==> src/include/pod_pkg.sv <==
// Constants for the port output mode and direction block.
// Assumes a 32-bit AXI4-Lite register bus with 12 address bits.
package pod_pkg;

    // Bus widths
    localparam int ADDR_W = 12;
    localparam int DATA_W = 32;

    // Register byte addresses
    localparam logic [11:0] OFF_PIN_DATA = 12'h000;
    localparam logic [11:0] OFF_DIR = 12'h0F8;
    localparam logic [11:0] OFF_CFG = 12'hF00;

    // Output configuration fields
    localparam int CFG_P4_BIT = 3;
    localparam int CFG_P0_BIT = 2;
    localparam int CFG_P1_BIT = 1;
    localparam int CFG_CMP_BIT = 0;
    localparam logic [3:0] CFG_RST = 4'b1110;
    localparam logic [7:0] CFG_RD_ONES = 8'hF7;

    // Direction fields
    localparam int DIR_HI_BIT = 6;
    localparam int DIR_P1_BIT = 3;
    localparam int DIR_LO_BIT = 0;
    localparam logic [7:0] DIR_RST = 8'hFF;
    localparam logic [7:0] DIR_RD_ONES = 8'hB0;
    localparam logic [7:0] DIR_WR_MASK = 8'h49;

    // Port 0 data and pin numbering
    localparam logic [7:0] PIN_DATA_RST = 8'h00;
    localparam int TOP_PIN = 7;
    localparam int HI_NIBBLE_LSB = 4;

    // Bus responses
    localparam logic [1:0] RESP_OKAY = 2'b00;
    localparam logic [1:0] RESP_SLVERR = 2'b10;

endpackage : pod_pkg

==> src/verilog/pod_port_cfg.sv <==
// Port 0 data, port 0/1 direction and port output mode configuration,
// reached over an AXI4-Lite slave.
// Assumes pin inputs synchronous to REF_CLK and a pad ring that resolves
// each pin from its output and output enable.
//
// Operation
// - Config bit 3 selects port 4 push/pull
// - Config bit 2 port 0 mode, reads 1
// - Config bit 1 port 1 mode, reads 1
// - Config bit 0 routes comparator outputs, reads 1
// - Config bits 7 to 4 read ones
// - Config survives stop mode recovery
// - Small package ignores port 4/1 mode writes
// - Direction bit 6 sets port 0 upper nibble
// - Direction bit 0 sets port 0 lower nibble
// - Direction bit 3 sets port 1, large only
// - Direction bits 7, 5, 4 read ones
// - Data read returns actual pin levels
// - Data write drives only output pins
// - Pin 7 general I/O only without UART transmit
//
// Added by the designer: the AXI4-Lite register port.
`timescale 1ns/1ps
`default_nettype none

module pod_port_cfg
    import pod_pkg::*;
(
    // Clock and reset
    input wire logic REF_CLK,
    input wire logic RESETN,
    // AXI4-Lite write address
    input wire logic AWVALID,
    output logic AWREADY,
    input wire logic [pod_pkg::ADDR_W-1:0] AWADDR,
    input wire logic [2:0] AWPROT,
    // AXI4-Lite write data
    input wire logic WVALID,
    output logic WREADY,
    input wire logic [pod_pkg::DATA_W-1:0] WDATA,
    input wire logic [3:0] WSTRB,
    // AXI4-Lite write response
    output logic BVALID,
    input wire logic BREADY,
    output logic [1:0] BRESP,
    // AXI4-Lite read address
    input wire logic ARVALID,
    output logic ARREADY,
    input wire logic [pod_pkg::ADDR_W-1:0] ARADDR,
    input wire logic [2:0] ARPROT,
    // AXI4-Lite read data
    output logic RVALID,
    input wire logic RREADY,
    output logic [pod_pkg::DATA_W-1:0] RDATA,
    output logic [1:0] RRESP,
    // Device state
    input wire logic PKG_LARGE,
    input wire logic UART_TX_EN,
    // Port 0 pins
    input wire logic [7:0] P0_IN,
    output logic [7:0] P0_OUT,
    output logic [7:0] P0_OE,
    // Mode outputs to other ports
    output logic PORT4_PUSH_PULL,
    output logic PORT1_PUSH_PULL,
    output logic PORT1_INPUT,
    output logic CMP_ROUTE_EN
);
    import pod_pkg::*;

    // Registers
    logic [3:0] cfg_ff;
    logic [7:0] dir_ff;
    logic [7:0] data_ff;
    logic [7:0] p0_out_ff;
    logic [7:0] p0_oe_ff;

    // Bus state
    logic awready_ff;
    logic wready_ff;
    logic aw_got_ff;
    logic w_got_ff;
    logic [ADDR_W-1:0] waddr_ff;
    logic [7:0] wdata_ff;
    logic wstrb_ff;
    logic bvalid_ff;
    logic [1:0] bresp_ff;
    logic arready_ff;
    logic rvalid_ff;
    logic [DATA_W-1:0] rdata_ff;
    logic [1:0] rresp_ff;

    // Handshakes
    wire aw_fire = AWVALID & awready_ff;
    wire w_fire = WVALID & wready_ff;
    wire ar_fire = ARVALID & arready_ff;
    wire b_done = bvalid_ff & BREADY;
    wire r_done = rvalid_ff & RREADY;
    // A write executes only once the previous response has been taken
    wire wr_go = aw_got_ff & w_got_ff & ~bvalid_ff;
    wire nxt_aw_got = (aw_got_ff | aw_fire) & ~wr_go;
    wire nxt_w_got = (w_got_ff | w_fire) & ~wr_go;
    wire nxt_rvalid = ar_fire | (rvalid_ff & ~RREADY);

    // Write decode; only the low byte lane carries register bits
    // Config sits at its linear address so it does not shadow port 0 data
    wire wr_data = wr_go & (waddr_ff == OFF_PIN_DATA);
    wire wr_dir = wr_go & (waddr_ff == OFF_DIR);
    wire wr_cfg = wr_go & (waddr_ff == OFF_CFG);
    wire wr_hit = wr_data | wr_dir | wr_cfg;
    wire wr_en = wr_hit & wstrb_ff;

    // Small packages keep the port 4 and port 1 fields
    wire [3:0] cfg_big_only = 4'((1 << CFG_P4_BIT) | (1 << CFG_P1_BIT));
    wire [7:0] dir_big_only = 8'(1 << DIR_P1_BIT);
    wire [3:0] cfg_mask = PKG_LARGE ? 4'b1111 : ~cfg_big_only;
    wire [7:0] dir_mask = PKG_LARGE ? DIR_WR_MASK : (DIR_WR_MASK & ~dir_big_only);
    wire [3:0] nxt_cfg = (cfg_ff & ~cfg_mask) | (wdata_ff[3:0] & cfg_mask);
    wire [7:0] nxt_dir = (dir_ff & ~dir_mask) | (wdata_ff & dir_mask);

    // Read decode with forced-one fields
    // Read data is latched at the address handshake, so pins are sampled there
    wire rd_data = (ARADDR == OFF_PIN_DATA);
    wire rd_dir = (ARADDR == OFF_DIR);
    wire rd_cfg = (ARADDR == OFF_CFG);
    wire [7:0] cfg_view = CFG_RD_ONES | {4'h0, cfg_ff[CFG_P4_BIT], 3'b000};
    wire [7:0] dir_view = DIR_RD_ONES | (dir_ff & DIR_WR_MASK);
    wire [7:0] rd_byte = rd_data ? P0_IN : (rd_dir ? dir_view : (rd_cfg ? cfg_view : 8'h00));
    wire rd_hit = rd_data | rd_dir | rd_cfg;

    // Per-pin driver decisions for port 0
    wire port0_pp = cfg_ff[CFG_P0_BIT];
    wire [7:0] nxt_p0_oe;
    genvar gi;
    generate
        for (gi = 0; gi < 8; gi++) begin : g_pin
            wire pin_in = (gi >= HI_NIBBLE_LSB) ? dir_ff[DIR_HI_BIT] : dir_ff[DIR_LO_BIT];
            wire uart_owns = (gi == TOP_PIN) && UART_TX_EN;
            // Open-drain releases a high, push/pull drives it
            assign nxt_p0_oe[gi] = ~pin_in & ~uart_owns & (port0_pp | ~data_ff[gi]);
        end
    endgenerate

    // Write channels
    always_ff @(posedge REF_CLK or negedge RESETN) begin
        if (!RESETN) begin
            awready_ff <= 1'b0;
            wready_ff <= 1'b0;
            aw_got_ff <= 1'b0;
            w_got_ff <= 1'b0;
        end else begin
            awready_ff <= ~nxt_aw_got;
            wready_ff <= ~nxt_w_got;
            aw_got_ff <= nxt_aw_got;
            w_got_ff <= nxt_w_got;
        end
    end

    // Write address and data capture
    always_ff @(posedge REF_CLK or negedge RESETN) begin
        if (!RESETN) begin
            waddr_ff <= '0;
            wdata_ff <= 8'h00;
            wstrb_ff <= 1'b0;
        end else begin
            if (aw_fire) begin
                waddr_ff <= AWADDR;
            end
            if (w_fire) begin
                wdata_ff <= WDATA[7:0];
                wstrb_ff <= WSTRB[0];
            end
        end
    end

    // Write response
    always_ff @(posedge REF_CLK or negedge RESETN) begin
        if (!RESETN) begin
            bvalid_ff <= 1'b0;
            bresp_ff <= RESP_OKAY;
        end else if (wr_go) begin
            bvalid_ff <= 1'b1;
            bresp_ff <= wr_hit ? RESP_OKAY : RESP_SLVERR;
        end else if (b_done) begin
            bvalid_ff <= 1'b0;
        end
    end

    // Register updates; only RESETN reinitialises them, not stop recovery
    always_ff @(posedge REF_CLK or negedge RESETN) begin
        if (!RESETN) begin
            cfg_ff <= CFG_RST;
            dir_ff <= DIR_RST;
            data_ff <= PIN_DATA_RST;
        end else begin
            if (wr_cfg & wr_en) begin
                cfg_ff <= nxt_cfg;
            end
            if (wr_dir & wr_en) begin
                dir_ff <= nxt_dir;
            end
            if (wr_data & wr_en) begin
                data_ff <= wdata_ff;
            end
        end
    end

    // Config moves only on a bus write; port 1 direction follows it on large packages
    a_cfg_keep: assert property (
        @(posedge REF_CLK) disable iff (!RESETN)
        !(wr_cfg && wstrb_ff) |=> $stable(cfg_ff))
        else $error("config changed without a write");

    a_p1_dir_write: assert property (
        @(posedge REF_CLK) disable iff (!RESETN)
        wr_dir && wstrb_ff && PKG_LARGE |=> PORT1_INPUT == $past(wdata_ff[DIR_P1_BIT]))
        else $error("port 1 direction did not follow write");

    // Read channel
    always_ff @(posedge REF_CLK or negedge RESETN) begin
        if (!RESETN) begin
            arready_ff <= 1'b0;
            rvalid_ff <= 1'b0;
            rdata_ff <= '0;
            rresp_ff <= RESP_OKAY;
        end else begin
            arready_ff <= ~nxt_rvalid;
            rvalid_ff <= nxt_rvalid;
            if (ar_fire) begin
                rdata_ff <= {24'h00_0000, rd_byte};
                rresp_ff <= rd_hit ? RESP_OKAY : RESP_SLVERR;
            end
        end
    end

    // Pin drivers
    always_ff @(posedge REF_CLK or negedge RESETN) begin
        if (!RESETN) begin
            p0_out_ff <= PIN_DATA_RST;
            p0_oe_ff <= 8'h00;
        end else begin
            p0_out_ff <= data_ff;
            p0_oe_ff <= nxt_p0_oe;
        end
    end

    // Open-drain never drives high; pin 7 drives again once the transmitter stops if push/pull with the upper nibble output
    a_od_no_high: assert property (
        @(posedge REF_CLK) disable iff (!RESETN)
        |(P0_OE & P0_OUT) |-> $past(port0_pp))
        else $error("open-drain port driven high");

    a_pin7_free: assert property (
        @(posedge REF_CLK) disable iff (!RESETN)
        !$past(UART_TX_EN) && !$past(dir_ff[DIR_HI_BIT]) && $past(port0_pp) |-> P0_OE[TOP_PIN])
        else $error("pin 7 not driven as output");

    // Outputs
    assign AWREADY = awready_ff;
    assign WREADY = wready_ff;
    assign BVALID = bvalid_ff;
    assign BRESP = bresp_ff;
    assign ARREADY = arready_ff;
    assign RVALID = rvalid_ff;
    assign RDATA = rdata_ff;
    assign RRESP = rresp_ff;
    assign P0_OUT = p0_out_ff;
    assign P0_OE = p0_oe_ff;
    assign PORT4_PUSH_PULL = cfg_ff[CFG_P4_BIT];
    assign PORT1_PUSH_PULL = cfg_ff[CFG_P1_BIT];
    assign PORT1_INPUT = dir_ff[DIR_P1_BIT];
    assign CMP_ROUTE_EN = cfg_ff[CFG_CMP_BIT];

    // Checks
    a_p4_mode_write: assert property (
        @(posedge REF_CLK) disable iff (!RESETN)
        wr_cfg && wstrb_ff && PKG_LARGE |=> PORT4_PUSH_PULL == $past(wdata_ff[3]))
        else $error("port 4 mode did not follow write");

    a_p0_od_high: assert property (
        @(posedge REF_CLK) disable iff (!RESETN)
        P0_OE[0] && P0_OUT[0] |-> $past(port0_pp))
        else $error("open-drain pin driven high");

    a_p1_mode_write: assert property (
        @(posedge REF_CLK) disable iff (!RESETN)
        wr_cfg && wstrb_ff && PKG_LARGE |=> PORT1_PUSH_PULL == $past(wdata_ff[1]))
        else $error("port 1 mode did not follow write");

    a_cmp_route_write: assert property (
        @(posedge REF_CLK) disable iff (!RESETN)
        wr_cfg && wstrb_ff |=> CMP_ROUTE_EN == $past(wdata_ff[0]))
        else $error("comparator route did not follow write");

    a_cfg_read_ones: assert property (
        @(posedge REF_CLK) disable iff (!RESETN)
        ar_fire && rd_cfg |=> RDATA[7:4] == 4'hF && RDATA[2:0] == 3'b111)
        else $error("config read lost forced ones");

    a_small_pkg_hold: assert property (
        @(posedge REF_CLK) disable iff (!RESETN)
        wr_cfg && !PKG_LARGE |=> $stable(PORT4_PUSH_PULL) && $stable(PORT1_PUSH_PULL))
        else $error("small package mode bits changed");

    a_hi_nibble_dir: assert property (
        @(posedge REF_CLK) disable iff (!RESETN)
        |P0_OE[6:4] |-> !$past(dir_ff[DIR_HI_BIT]))
        else $error("upper nibble driven while input");

    a_lo_nibble_dir: assert property (
        @(posedge REF_CLK) disable iff (!RESETN)
        |P0_OE[3:0] |-> !$past(dir_ff[DIR_LO_BIT]))
        else $error("lower nibble driven while input");

    a_p1_dir_small: assert property (
        @(posedge REF_CLK) disable iff (!RESETN)
        wr_dir && !PKG_LARGE |=> $stable(PORT1_INPUT))
        else $error("port 1 direction changed on small package");

    a_dir_read_ones: assert property (
        @(posedge REF_CLK) disable iff (!RESETN)
        ar_fire && rd_dir |=> RDATA[7] && RDATA[5:4] == 2'b11)
        else $error("direction read lost forced ones");

    a_pin_read_level: assert property (
        @(posedge REF_CLK) disable iff (!RESETN)
        ar_fire && rd_data |=> RDATA[7:0] == $past(P0_IN))
        else $error("data read is not the pin level");

    a_low_drives: assert property (
        @(posedge REF_CLK) disable iff (!RESETN)
        wr_data && wstrb_ff && !wdata_ff[1] && !dir_ff[DIR_LO_BIT] && !bvalid_ff
        |=> ##1 P0_OE[1] && !P0_OUT[1])
        else $error("written low not driven");

    a_uart_pin7: assert property (
        @(posedge REF_CLK) disable iff (!RESETN)
        $past(UART_TX_EN) |-> !P0_OE[TOP_PIN])
        else $error("pin 7 driven under UART transmit");

endmodule : pod_port_cfg

`default_nettype wire

==> config.mk <==
export PLATFORM = sky130hd
export DESIGN_NAME = pod_port_cfg
export DESIGN_NICKNAME = d
export VERILOG_FILES = /design/src/include/pod_pkg.sv /design/src/verilog/pod_port_cfg.sv
export SDC_FILE = /design/constraint.sdc
export NUM_CORES = 1
export LEC_CHECK = 0
export ABC_AREA = 1
export BUFFER_PORTS_ARGS = -buffer_cell sky130_fd_sc_hd__buf_2
export CORE_ASPECT_RATIO = 1.25
export CORE_MARGIN = 2
export CORE_UTILIZATION = 40
export DETAILED_ROUTE_END_ITERATION = 8
export HOLD_SLACK_MARGIN = 0.15
export PLACE_DENSITY = 0.7
export SLEW_MARGIN = 20
export SYNTH_ARGS = -nofsm -noshare
export SYNTH_HDL_FRONTEND = slang
export SYNTH_SLANG_ARGS = --single-unit
==> constraint.sdc <==
create_clock -name REF_CLK -period 2.05 [get_ports REF_CLK]
set_clock_uncertainty 0.15 [all_clocks]
set_input_delay 0 -clock REF_CLK [delete_from_list [all_inputs] [get_ports REF_CLK]]
set_output_delay 0 -clock REF_CLK [all_outputs]
set_load 0.01 [all_outputs]
==> results of run 1 <==
-- cells in the final DEF (no fill, tap or decap), drive strengths merged, types with 2 or more instances in the layout --
master | synthesis | routed
a21oi | 8 | 8
clkinv | 0 | 3
conb | 1 | 26
dfrtp | 63 | 63
inv | 24 | 26
dfstp | 6 | 6
clkbuf | 3 | 10
nor2 | 38 | 38
nand2 | 113 | 113
o21ai | 22 | 22
nand3 | 19 | 19
dlygate4sd3 | 0 | 68
nand4 | 5 | 5
buf | 30 | 88
o21a | 4 | 4
a31oi | 2 | 2
-- metal layers --
| metal | vias up | track usage | wire, um |
|---|---|---|---|
| li1 | 1339 | - | - |
| met1 | 1283 | 0.220 | 2890 |
| met5 | - | 0 | 0 |
| met4 | 0 | 0.0923 | 257 |
| met2 | 107 | 0.328 | 3850 |
| met3 | 29 | 0.0410 | 423 |
-- final timing paths --
path	to	slack, ns
setup / recovery	RDATA[4]$_DFFE_PN0P_	0.05
hold / removal	P0_OE[7]$_DFF_PN0_	0.19
setup reg to reg	RDATA[4]$_DFFE_PN0P_	0.14
hold reg to reg	P0_OUT[3]$_DFF_PN0_	0.25
max in group asynchronous	BVALID$_DFFE_PN0P_	0.45
min in group asynchronous	async pin	0.75
-- cell type report --
type | count | area, um^2 | area share
Timing Repair Buffer | 156 | 1140 | 0.263
Clock buffer | 10 | 138 | 0.0316
Inverter | 24 | 90.1 | 0.0207
Clock inverter | 6 | 70.1 | 0.0161
Tap cell | 92 | 115 | 0.0264
Multi-Input combinational cell | 239 | 1060 | 0.244
Sequential cell | 69 | 1730 | 0.398
-- worst max-delay path, stage by stage --
cell and delay, ns:
dlygate4sd3_1 0.55, buf_2 0.13, nand3_1 0.06, dlygate4sd3_1 0.56
nand2_1 0.05, nor2_1 0.13, dlygate4sd3_1 0.56, nor2_1 0.04
-- sequential cells by signal (all words and copies together), names as in the netlist, 2 cells and up, named ones only --
signal    count
P0_OE         8
P0_OUT        8
RDATA         8
cfg_ff        2
data_ff       8
dir_ff        2
waddr_ff     12
wdata_ff      8
-- power breakdown --
part	total [mW]	leakage [nW]	internal (mW)	switching (mW)
Combinational	1.16	1.29	0.508	0.654
Clock	1.14	0.107	0.606	0.531
Sequential	1.95	0.839	1.71	0.238
-- cell families after synthesis --
logic type             Yosys count  share of synthesized area
DFF                             69                      0.572
buffers and inverters           57                      0.109
AOI/OAI and AO/OA               37                     0.0661
other                            1                    0.00124
and+or+nand+nor                176                      0.252
-- stage by stage --
stage | setup WS [ns] | area, um^2 | std cells | util
floorplan | 0.605 | 3120 | 365 | -
global placement | 0.584 | 3460 | 512 | 0.471
detailed placement | 0.555 | 3460 | 512 | 0.471
CTS | 0.146 | 4350 | 596 | 0.591
global route | 0.0248 | 4360 | 596 | 0.592
finish | 0.0469 | 4360 | 596 | 0.592
-- repair_timing --
| item | CTS | global route |
|---|---|---|
| gates resized for setup | 0 | 2 |
| hold endpoints to repair | 104 | 0 |
| setup endpoints to repair | 0 | 4 |
| hold buffers | 68 | 0 |
| buffers inserted | 0 | 0 |
==> key figures, run 1 <==
Run status
  • Status: completed

Critical path
  • Worst Path Required: 2.13 ns
  • Crit path kind: in -> reg
  • Worst Setup End Kind: flip-flop
  • Type of element launching the critical path: primary input
  • Worst r2r src: ARREADY$_DFF_PN0_
  • Data arrival time of the critical path: 2.08 ns
  • Startpoint of the worst setup timing path: P0_IN[4]
  • Cell count of the worst reg-to-reg path: 6
  • Maximum net fanout on the critical path: 1

STA
  • Post-layout min period: 2.00 ns
  • Share of the clock period used by the worst path after layout: 0.977
  • Setup tns final: 0 ns
  • Setup repair after global routing missed its margin: false
  • Maximum clock rate: 499 MHz
  • Final worst hold slack: 0.191 ns
  • Worst max-slew margin expressed relative to the limit: 0.401
  • Max Transition Viols Final: 0
  • Final number of hold-violating endpoints: 0
  • # setup viols final: 0
  • Transition at the pin with the smallest max-transition slack: 0.896 ns

Floorplan
  • Initial Utilization: 0.412
  • Height of the die: 101 um
  • Floorplan row count: 35
  • Die extent in x: 81.9 um
  • Core footprint: 0.00736 mm^2
  • Number of top-level design ports: 144
  • Floorplan die area: 0.00829 mm^2

Logic synthesis
  • Top cell types by occurrence after synthesis: 110 x nand2_1, 63 x dfrtp_1, 31 x nor2_1, 27 x buf_4, 22 x inv_1
  • YS warnings: 0
  • Post-synthesis instance area: 0.00303 mm^2
  • Synth Register Bits: 69
  • Most area-consuming cells after synthesis: dfrtp_1 52%, nand2_1 14%, buf_4 6.7%
  • Proportion of synthesized chip area in sequential cells: 0.572
  • Portion of synthesized cell area occupied by the leading cell type: 0.520
  • Library cell with the highest instance count after synthesis: nand2_1
  • Average instance area after synthesis: 8.91 um^2
  • Most area-hungry cell type in the Yosys netlist: dfrtp_1
  • Gate count after technology mapping: 340
  • Number of different library cells in the post-synthesis netlist: 26
  • Proportion of register bits with asynchronous set or reset after synthesis: 1.00
  • EDFF count, synth: 0
  • Commonest register cell after synthesis: dfrtp_1

Global route
  • Wire length of the first global-routing pass: 11,900 um
  • Grt ovf: 0
  • Initial antenna violation count: 0
  • Largest net degree at the start of global routing: 36
  • Number of global-route vias before repair: 2,732
  • Gr usage total: 0.190

Drt
  • Routed wire length: 7430 um
  • Detail-routed via count per cell: 4.63
  • DRC violation count after routing: 0
  • Routed via count: 2,758
  • Residual antenna-violating net count after detailed routing: 0
  • First drt pass iteration count: 4
  • DR iter-0 viols: 173
  • Routed length per placed instance: 12.5 um

Cells and area
  • Fraction of layout instances using a drive strength above 1: 0.248
  • Fill cell total of the finished layout: 629
  • Post-synthesis to final-layout area growth: 43.7%
  • Antenna diode count: 0
  • Layout Nets: 582

Clocking
  • TritonCTS Sinks: 69
  • Later-pin clock latency in the skew report: 0.34 ns
  • Clock transition at the registers of the reported paths: 0.08 ns
  • TritonCTS clock tree: yes
  • H-Tree Depth: 3
  • Max Buffers Root-to-Sink: 2
  • Root buffer cell: clkbuf_8
  • Number of buffers added by the clock tree synthesis step: 9

Placement
  • Detailed placer's ending HPWL: 4590 um
  • Weighted congestion reported at the end of routability-driven placement: 0.763
  • Count of input and output buffers: 84

Power and ir drop
  • Ratio of total power to cell area: 976 mW/mm^2
  • Overall power: 4.25 mW
  • Leakage power: 2.24 nW
  • Peak supply drop: 0.717 mV

Worst hold path
  • Worst hold path depth: 3
  • Hold path startpoint: UART_TX_EN
  • Path class of the lowest-slack min-delay path: in -> reg

Run
  • Max Cap Violations: 0
(Power assumes the default switching activity.)
==> inputs of run 2 (changes only) <==
CTS_BUF_LIST = sky130_fd_sc_hd__clkbuf_4   (was not set)
CTS_CLUSTER_SIZE = 30   (was not set)
==> run 2 against run 1 <==
Compared with the run above: hold slack improved by 0.0025 ns; power fell by 5.4%; non-clock buffer count increased by 23; via count is 4.0% higher; global-route usage up 0.99 points; core utilization grew 2.3 points; sequential share of layout area down 1.5 points; first-iteration DRC count grew 2.9%; critical path depth is 3 lower; critical path type is now reg -> reg; critical endpoint is now RDATA[1]$_DFFE_PN0P_; largest power group unchanged.
==> key figures, run 2 (same netlist as run 1, synthesis figures left out) <==
Power and ir drop
  • Ratio of total power to cell area: 888 mW/mm^2
  • Leakage power: 2.27 nW
  • Overall power: 4.02 mW
  • Peak supply drop: 0.618 mV

Floorplan
  • Initial Utilization: 0.412
  • Number of top-level design ports: 144
  • Floorplan die area: 0.00829 mm^2
  • Die extent in x: 81.9 um
  • Height of the die: 101 um
  • Core footprint: 0.00736 mm^2
  • Floorplan row count: 35

Global route
  • Gr usage total: 0.200
  • Most utilized layer in the global route result: met2
  • Met1 global-route usage: 0.223
  • Number of global-route vias before repair: 2,861
  • GRT met2 Usage: 0.361
  • Initial antenna violation count: 0
  • Wire length of the first global-routing pass: 12,600 um
  • Grt ovf: 0
  • Largest net degree at the start of global routing: 36
  • Met3 usage in global routing: 0.0303

Cells and area
  • Final standard cell count with taps included and fillers excluded: 619
  • Fraction of the core area covered by cells at the end of the flow: 0.615
  • Layout Nets: 605
  • Antenna diode count: 0
  • Fill cell total of the finished layout: 608
  • Fraction of layout instances using a drive strength above 1: 0.243
  • Register Area: 0.00173 mm^2
  • Flip-flop count of the largest register, all copies and words added: 12
  • Post-synthesis to final-layout area growth: 49.3%
  • Register containing the most flip-flops in the final layout: waddr_ff
  • Multi-input logic area: 0.00107 mm^2
  • Most common cell after layout, fill and taps aside: nand2_1
  • Layout Cell Area excl Fill: 0.00453 mm^2
  • Leading cell types in the layout, fill and taps excluded: 110 x nand2_1, 89 x dlygate4sd3_1, 84 x buf_2

Critical path
  • R2r endpoint: RDATA[1]$_DFFE_PN0P_
  • Worst Path Required: 2.19 ns
  • Bufs and invs on worst path: 2
  • Worst r2r src: ARREADY$_DFF_PN0_
  • Data arrival time of the critical path: 2.14 ns
  • Crit path kind: reg -> reg
  • Slowest-stage cell, CP: dlygate4sd3_1
  • Cell-by-cell listing of the critical path: nand2_1 > clkinvlp_4 > nor2_1 > a31oi_1 > dlygate4sd3_1
  • Worst reg2reg setup slack: 0.05 ns
  • Type of element launching the critical path: flip-flop
  • Worst Setup End Kind: flip-flop
  • Cell count of the worst reg-to-reg path: 5
  • Maximum single-stage delay on the critical path: 0.57 ns
  • Category of cells accounting for the largest share of critical-path delay: buffers and inverters
  • Number of stages on the worst setup path: 5
  • Maximum net fanout on the critical path: 14

STA
  • Transition at the pin with the smallest max-transition slack: 0.870 ns
  • Post-layout min period: 2.00 ns
  • # setup viols final: 0
  • Maximum clock rate: 501 MHz
  • Max Transition Viols Final: 0
  • Share of the clock period used by the worst path after layout: 0.974
  • Worst max-slew margin expressed relative to the limit: 0.418
  • Final number of hold-violating endpoints: 0

Drt
  • DR iter-0 viols: 178
  • DRC violation count after routing: 0
  • Detail-routed via count per cell: 4.63
  • First drt pass iteration count: 4
  • Routed length per placed instance: 12.9 um
  • Routed via count: 2,868
  • Routed wire length: 7970 um
  • Residual antenna-violating net count after detailed routing: 0

Placement
  • Weighted congestion reported at the end of routability-driven placement: 0.763
  • Placed Instances: 512
  • Count of input and output buffers: 84
  • Detailed placer's ending HPWL: 4590 um
  • Area of placed instances: 0.00346 mm^2

Clocking
  • TritonCTS Sinks: 69
  • Later-pin clock latency in the skew report: 0.41 ns
  • Number of buffers added by the clock tree synthesis step: 9
  • Root buffer cell: clkbuf_4
  • Max Buffers Root-to-Sink: 2
  • TritonCTS clock tree: yes
  • Clock transition at the registers of the reported paths: 0.11 ns
  • H-Tree Depth: 3

Worst hold path
  • Worst hold path depth: 3
  • Hold path startpoint: BREADY
  • Endpoint of the worst hold path: BVALID$_DFFE_PN0P_
  • Path class of the lowest-slack min-delay path: in -> reg

Run
  • Max Cap Violations: 0

Run status
  • Status: completed
-- run 2: timing repair --
action,4_1_cts,5_1_grt
endpoints found under the hold margin,107,0
setup endpoints to repair,0,6
buffers inserted,0,2
gates resized for setup,0,5
hold buffers,90,0
-- run 2: how the worst max path moves through the flow --
| stage | slack, ns | from | end |
|---|---|---|---|
| after global placement | 0.58 | BVALID$_DFFE_PN0P_ | data_ff[0]$_DFFE_PN0P_ |
| after detailed placement | 0.56 | BVALID$_DFFE_PN0P_ | data_ff[6]$_DFFE_PN0P_ |
| after global routing | -0.06 | ARREADY$_DFF_PN0_ | RDATA[4]$_DFFE_PN0P_ |
| final | 0.05 | ARREADY$_DFF_PN0_ | RDATA[1]$_DFFE_PN0P_ |
| after CTS | 0.04 | ARADDR[1] | RDATA[5]$_DFFE_PN0P_ |
| after floorplan | 0.60 | BVALID$_DFFE_PN0P_ | data_ff[3]$_DFFE_PN0P_ |
-- run 2: layout make-up --
cell class              count  share of cell area
multi-input cells         239               0.237
inverters                  24              0.0207
repair buffers            179               0.302
clock inverters             7              0.0163
clock buffers               9              0.0149
well taps                  92              0.0254
flip-flops and latches     69               0.383
-- run 2: tightest hold or removal path, stage by stage --
cell and delay (ns):
dlygate4sd3_1 0.51, buf_2 0.10, o21ai_0 0.08
-- run 2: per-layer routing --
layer | wire [um] | part of all wire | vias up
li1 | - | - | 1386
met1 | 3020 | 0.38 | 1351
met2 | 4290 | 0.54 | 101
met3 | 367 | 0.046 | 30
met4 | 292 | 0.037 | 0
met5 | 0 | 0 | -
-- run 2: report_power, final --
part / internal (mW) / leakage [nW] / switching (mW) / total, mW
registers: 1.71 / 0.839 / 0.246 / 1.96
logic: 0.514 / 1.35 / 0.671 / 1.19
clock network: 0.378 / 0.0783 / 0.500 / 0.878
total: 2.60 / 2.27 / 1.42 / 4.02
-- run 2: stage by stage --
step / hold slack [ns] / worst slack [ns] / setup TNS (ns)
3_5_place_dp: -0.137 / 0.555 / 0
4_1_cts: 0.157 / 0.0391 / 0
6_report: 0.194 / 0.0539 / 0
2_1_floorplan: -0.446 / 0.605 / 0
5_1_grt: 0.188 / -0.0592 / -0.146
3_3_place_gp: -0.156 / 0.584 / 0
==> inputs of run 3 (changes only) <==
CELL_PAD_IN_SITES_DETAIL_PLACEMENT = 1   (was not set)
CELL_PAD_IN_SITES_GLOBAL_PLACEMENT = 1   (was not set)
CORE_UTILIZATION = 35   (was 40)
CTS_BUF_LIST = sky130_fd_sc_hd__clkbuf_16   (was sky130_fd_sc_hd__clkbuf_4)
PLACE_DENSITY = 0.83   (was 0.7)
==> run 3 against run 2 <==
Compared with the run above: core utilization decreased by 7.5 points; count of clock-buffer cells in the layout is the same; sequential power about the same; clock power grew 81%; sequential share of layout area grew 0.22 points; cell area fell by 0.58%; global-route usage is 0.44 points higher; flip-flop and latch count did not move; die area is 14% higher; cell count fell by 2.6%; via count is 2.0% lower; critical path type is now in -> reg; critical endpoint is now RDATA[2]$_DFFE_PN0P_.
==> key figures, run 3 (same netlist as run 1, synthesis figures left out) <==
Run status
  • Status: completed

Global route
  • Gr usage total: 0.204
  • Initial antenna violation count: 0
  • Number of global-route vias before repair: 3,102
  • Wire length of the first global-routing pass: 14,700 um
  • Largest net degree at the start of global routing: 33
  • Grt ovf: 0

STA
  • Transition at the pin with the smallest max-transition slack: 0.868 ns
  • Worst max-slew margin expressed relative to the limit: 0.419
  • Setup tns final: 0 ns
  • Max Transition Viols Final: 0
  • Final worst hold slack: 0.0932 ns
  • Maximum clock rate: 501 MHz
  • # setup viols final: 0
  • Share of the clock period used by the worst path after layout: 0.973
  • Post-layout min period: 1.99 ns
  • Final number of hold-violating endpoints: 0

Floorplan
  • Floorplan row count: 37
  • Number of top-level design ports: 144
  • Core footprint: 0.00833 mm^2
  • Floorplan die area: 0.00942 mm^2
  • Initial Utilization: 0.364
  • Height of the die: 108 um
  • Die extent in x: 87.2 um

Worst hold path
  • Worst hold path depth: 6
  • Path class of the lowest-slack min-delay path: in -> reg

Cells and area
  • Antenna diode count: 0
  • Fraction of layout instances using a drive strength above 1: 0.257
  • Flip-flop count of the largest register, all copies and words added: 12
  • Layout Nets: 584
  • Register containing the most flip-flops in the final layout: waddr_ff
  • Post-synthesis to final-layout area growth: 48.5%
  • Most common cell after layout, fill and taps aside: nand2_1
  • Leading cell types in the layout, fill and taps excluded: 109 x nand2_1, 84 x buf_2, 68 x dlygate4sd3_1

Critical path
  • Maximum net fanout on the critical path: 7
  • Maximum single-stage delay on the critical path: 0.61 ns
  • Type of element launching the critical path: primary input
  • Data arrival time of the critical path: 2.11 ns
  • Worst Setup End Kind: flip-flop
  • Cell count of the worst reg-to-reg path: 5
  • Most Frequent Cell on Critical Path: dlygate4sd3_1
  • Slowest-stage cell, CP: dlygate4sd3_1
  • Crit path kind: in -> reg
  • Cell-by-cell listing of the critical path: buf_2 > nor2_1 > nand2_1 > nor2_4 > buf_6 > nand3_1 > dlygate4sd3_1 > a31oi_1 > dlygate4sd3_1
  • Worst Path Required: 2.16 ns

Power and ir drop
  • Total net switching power: 1.58 mW
  • Cell-internal power: 3.18 mW
  • Fraction of power consumed by the clock network: 0.333
  • Overall power: 4.76 mW
  • Proportion of power drawn by flip-flops and latches: 0.415
  • Peak supply drop: 0.487 mV
  • Part of the total power dissipated in combinational logic: 0.251
  • Net switching fraction of the power: 0.331
  • Leakage power: 2.27 nW
  • Ratio of total power to cell area: 1060 mW/mm^2

Clocking
  • Number of buffers added by the clock tree synthesis step: 9
  • TritonCTS clock tree: yes
  • TritonCTS Sinks: 69
  • Max Buffers Root-to-Sink: 2
  • Root buffer cell: clkbuf_16
  • H-Tree Depth: 3
  • Later-pin clock latency in the skew report: 0.33 ns
  • Clock transition at the registers of the reported paths: 0.06 ns

Drt
  • Routed wire length: 8970 um
  • Detail-routed via count per cell: 4.66
  • DR iter-0 viols: 58
  • Routed via count: 2,811
  • Routed length per placed instance: 14.9 um
  • DRC violation count after routing: 0
  • First drt pass iteration count: 4
  • Residual antenna-violating net count after detailed routing: 0

Placement
  • Detailed placer's ending HPWL: 5550 um
  • Weighted congestion reported at the end of routability-driven placement: 0.786
  • Count of input and output buffers: 84

Run
  • Max Cap Violations: 0
## run 3: cell type report
class / instances / area [um^2]
multi-input cells: 239 / 1080
flip-flops and latches: 69 / 1730
fillers: 996 / 3830
repair buffers: 158 / 1160
well taps: 97 / 121
clock buffers: 9 / 225
clock inverters: 7 / 82.6
inverters: 24 / 93.8
## run 3: routing by layer
| metal | wire, um | share of wire | global-route usage |
|---|---|---|---|
| met1 | 3310 | 0.37 | 0.208 |
| met2 | 5130 | 0.57 | 0.394 |
| met3 | 324 | 0.036 | 0.0389 |
| met4 | 210 | 0.023 | 0.0879 |
| met5 | 0 | 0 | 0 |
## run 3: per-stage QoR
step / setup WS [ns] / cells / instance area [um^2] / util
2_1_floorplan: 0.605 / 365 / 3120 / -
3_3_place_gp: 0.569 / 517 / 3470 / 0.416
3_5_place_dp: 0.533 / 517 / 3470 / 0.416
4_1_cts: 0.0343 / 602 / 4470 / 0.536
5_1_grt: -0.0197 / 603 / 4500 / 0.540
6_report: 0.0558 / 603 / 4500 / 0.540
## run 3: worst paths after layout
path	from	end	slack, ns
max	ARADDR[4]	RDATA[2]$_DFFE_PN0P_	0.06
min	ARADDR[0]	RDATA[4]$_DFFE_PN0P_	0.09
max reg2reg	ARREADY$_DFF_PN0_	RDATA[2]$_DFFE_PN0P_	0.12
min reg2reg	data_ff[6]$_DFFE_PN0P_	P0_OUT[6]$_DFF_PN0_	0.25
max in group asynchronous	RESETN	RDATA[7]$_DFFE_PN0P_	0.50
min in group asynchronous	RESETN	dir_ff[6]$_DFFE_PN1P_	0.69
## run 3: critical path, delay by kind of cell
kind | cells | cell delay, ns
AOI/OAI and AO/OA | 1 | 0.18
buffers and inverters | 4 | 1.46
and+or+nand+nor | 4 | 0.47
## run 3: power by group through the flow
stage | sequential, mW | clock, mW | combinational, mW
detailed placement | 1.99 | 0 | 0.976
global route | 2.02 | 1.68 | 1.36
global placement | 1.96 | 0 | 0.927
floorplan | 1.99 | 0 | 0.617
finish | 1.97 | 1.59 | 1.20
CTS | 1.97 | 1.63 | 1.16
## run 3: repair_timing
| item | 4_1_cts | 5_1_grt |
|---|---|---|
| resized for setup | 0 | 8 |
| endpoints found under the hold margin | 101 | 0 |
| buffers inserted | 0 | 2 |
| setup endpoints to repair | 0 | 4 |
| hold buffers | 69 | 0 |
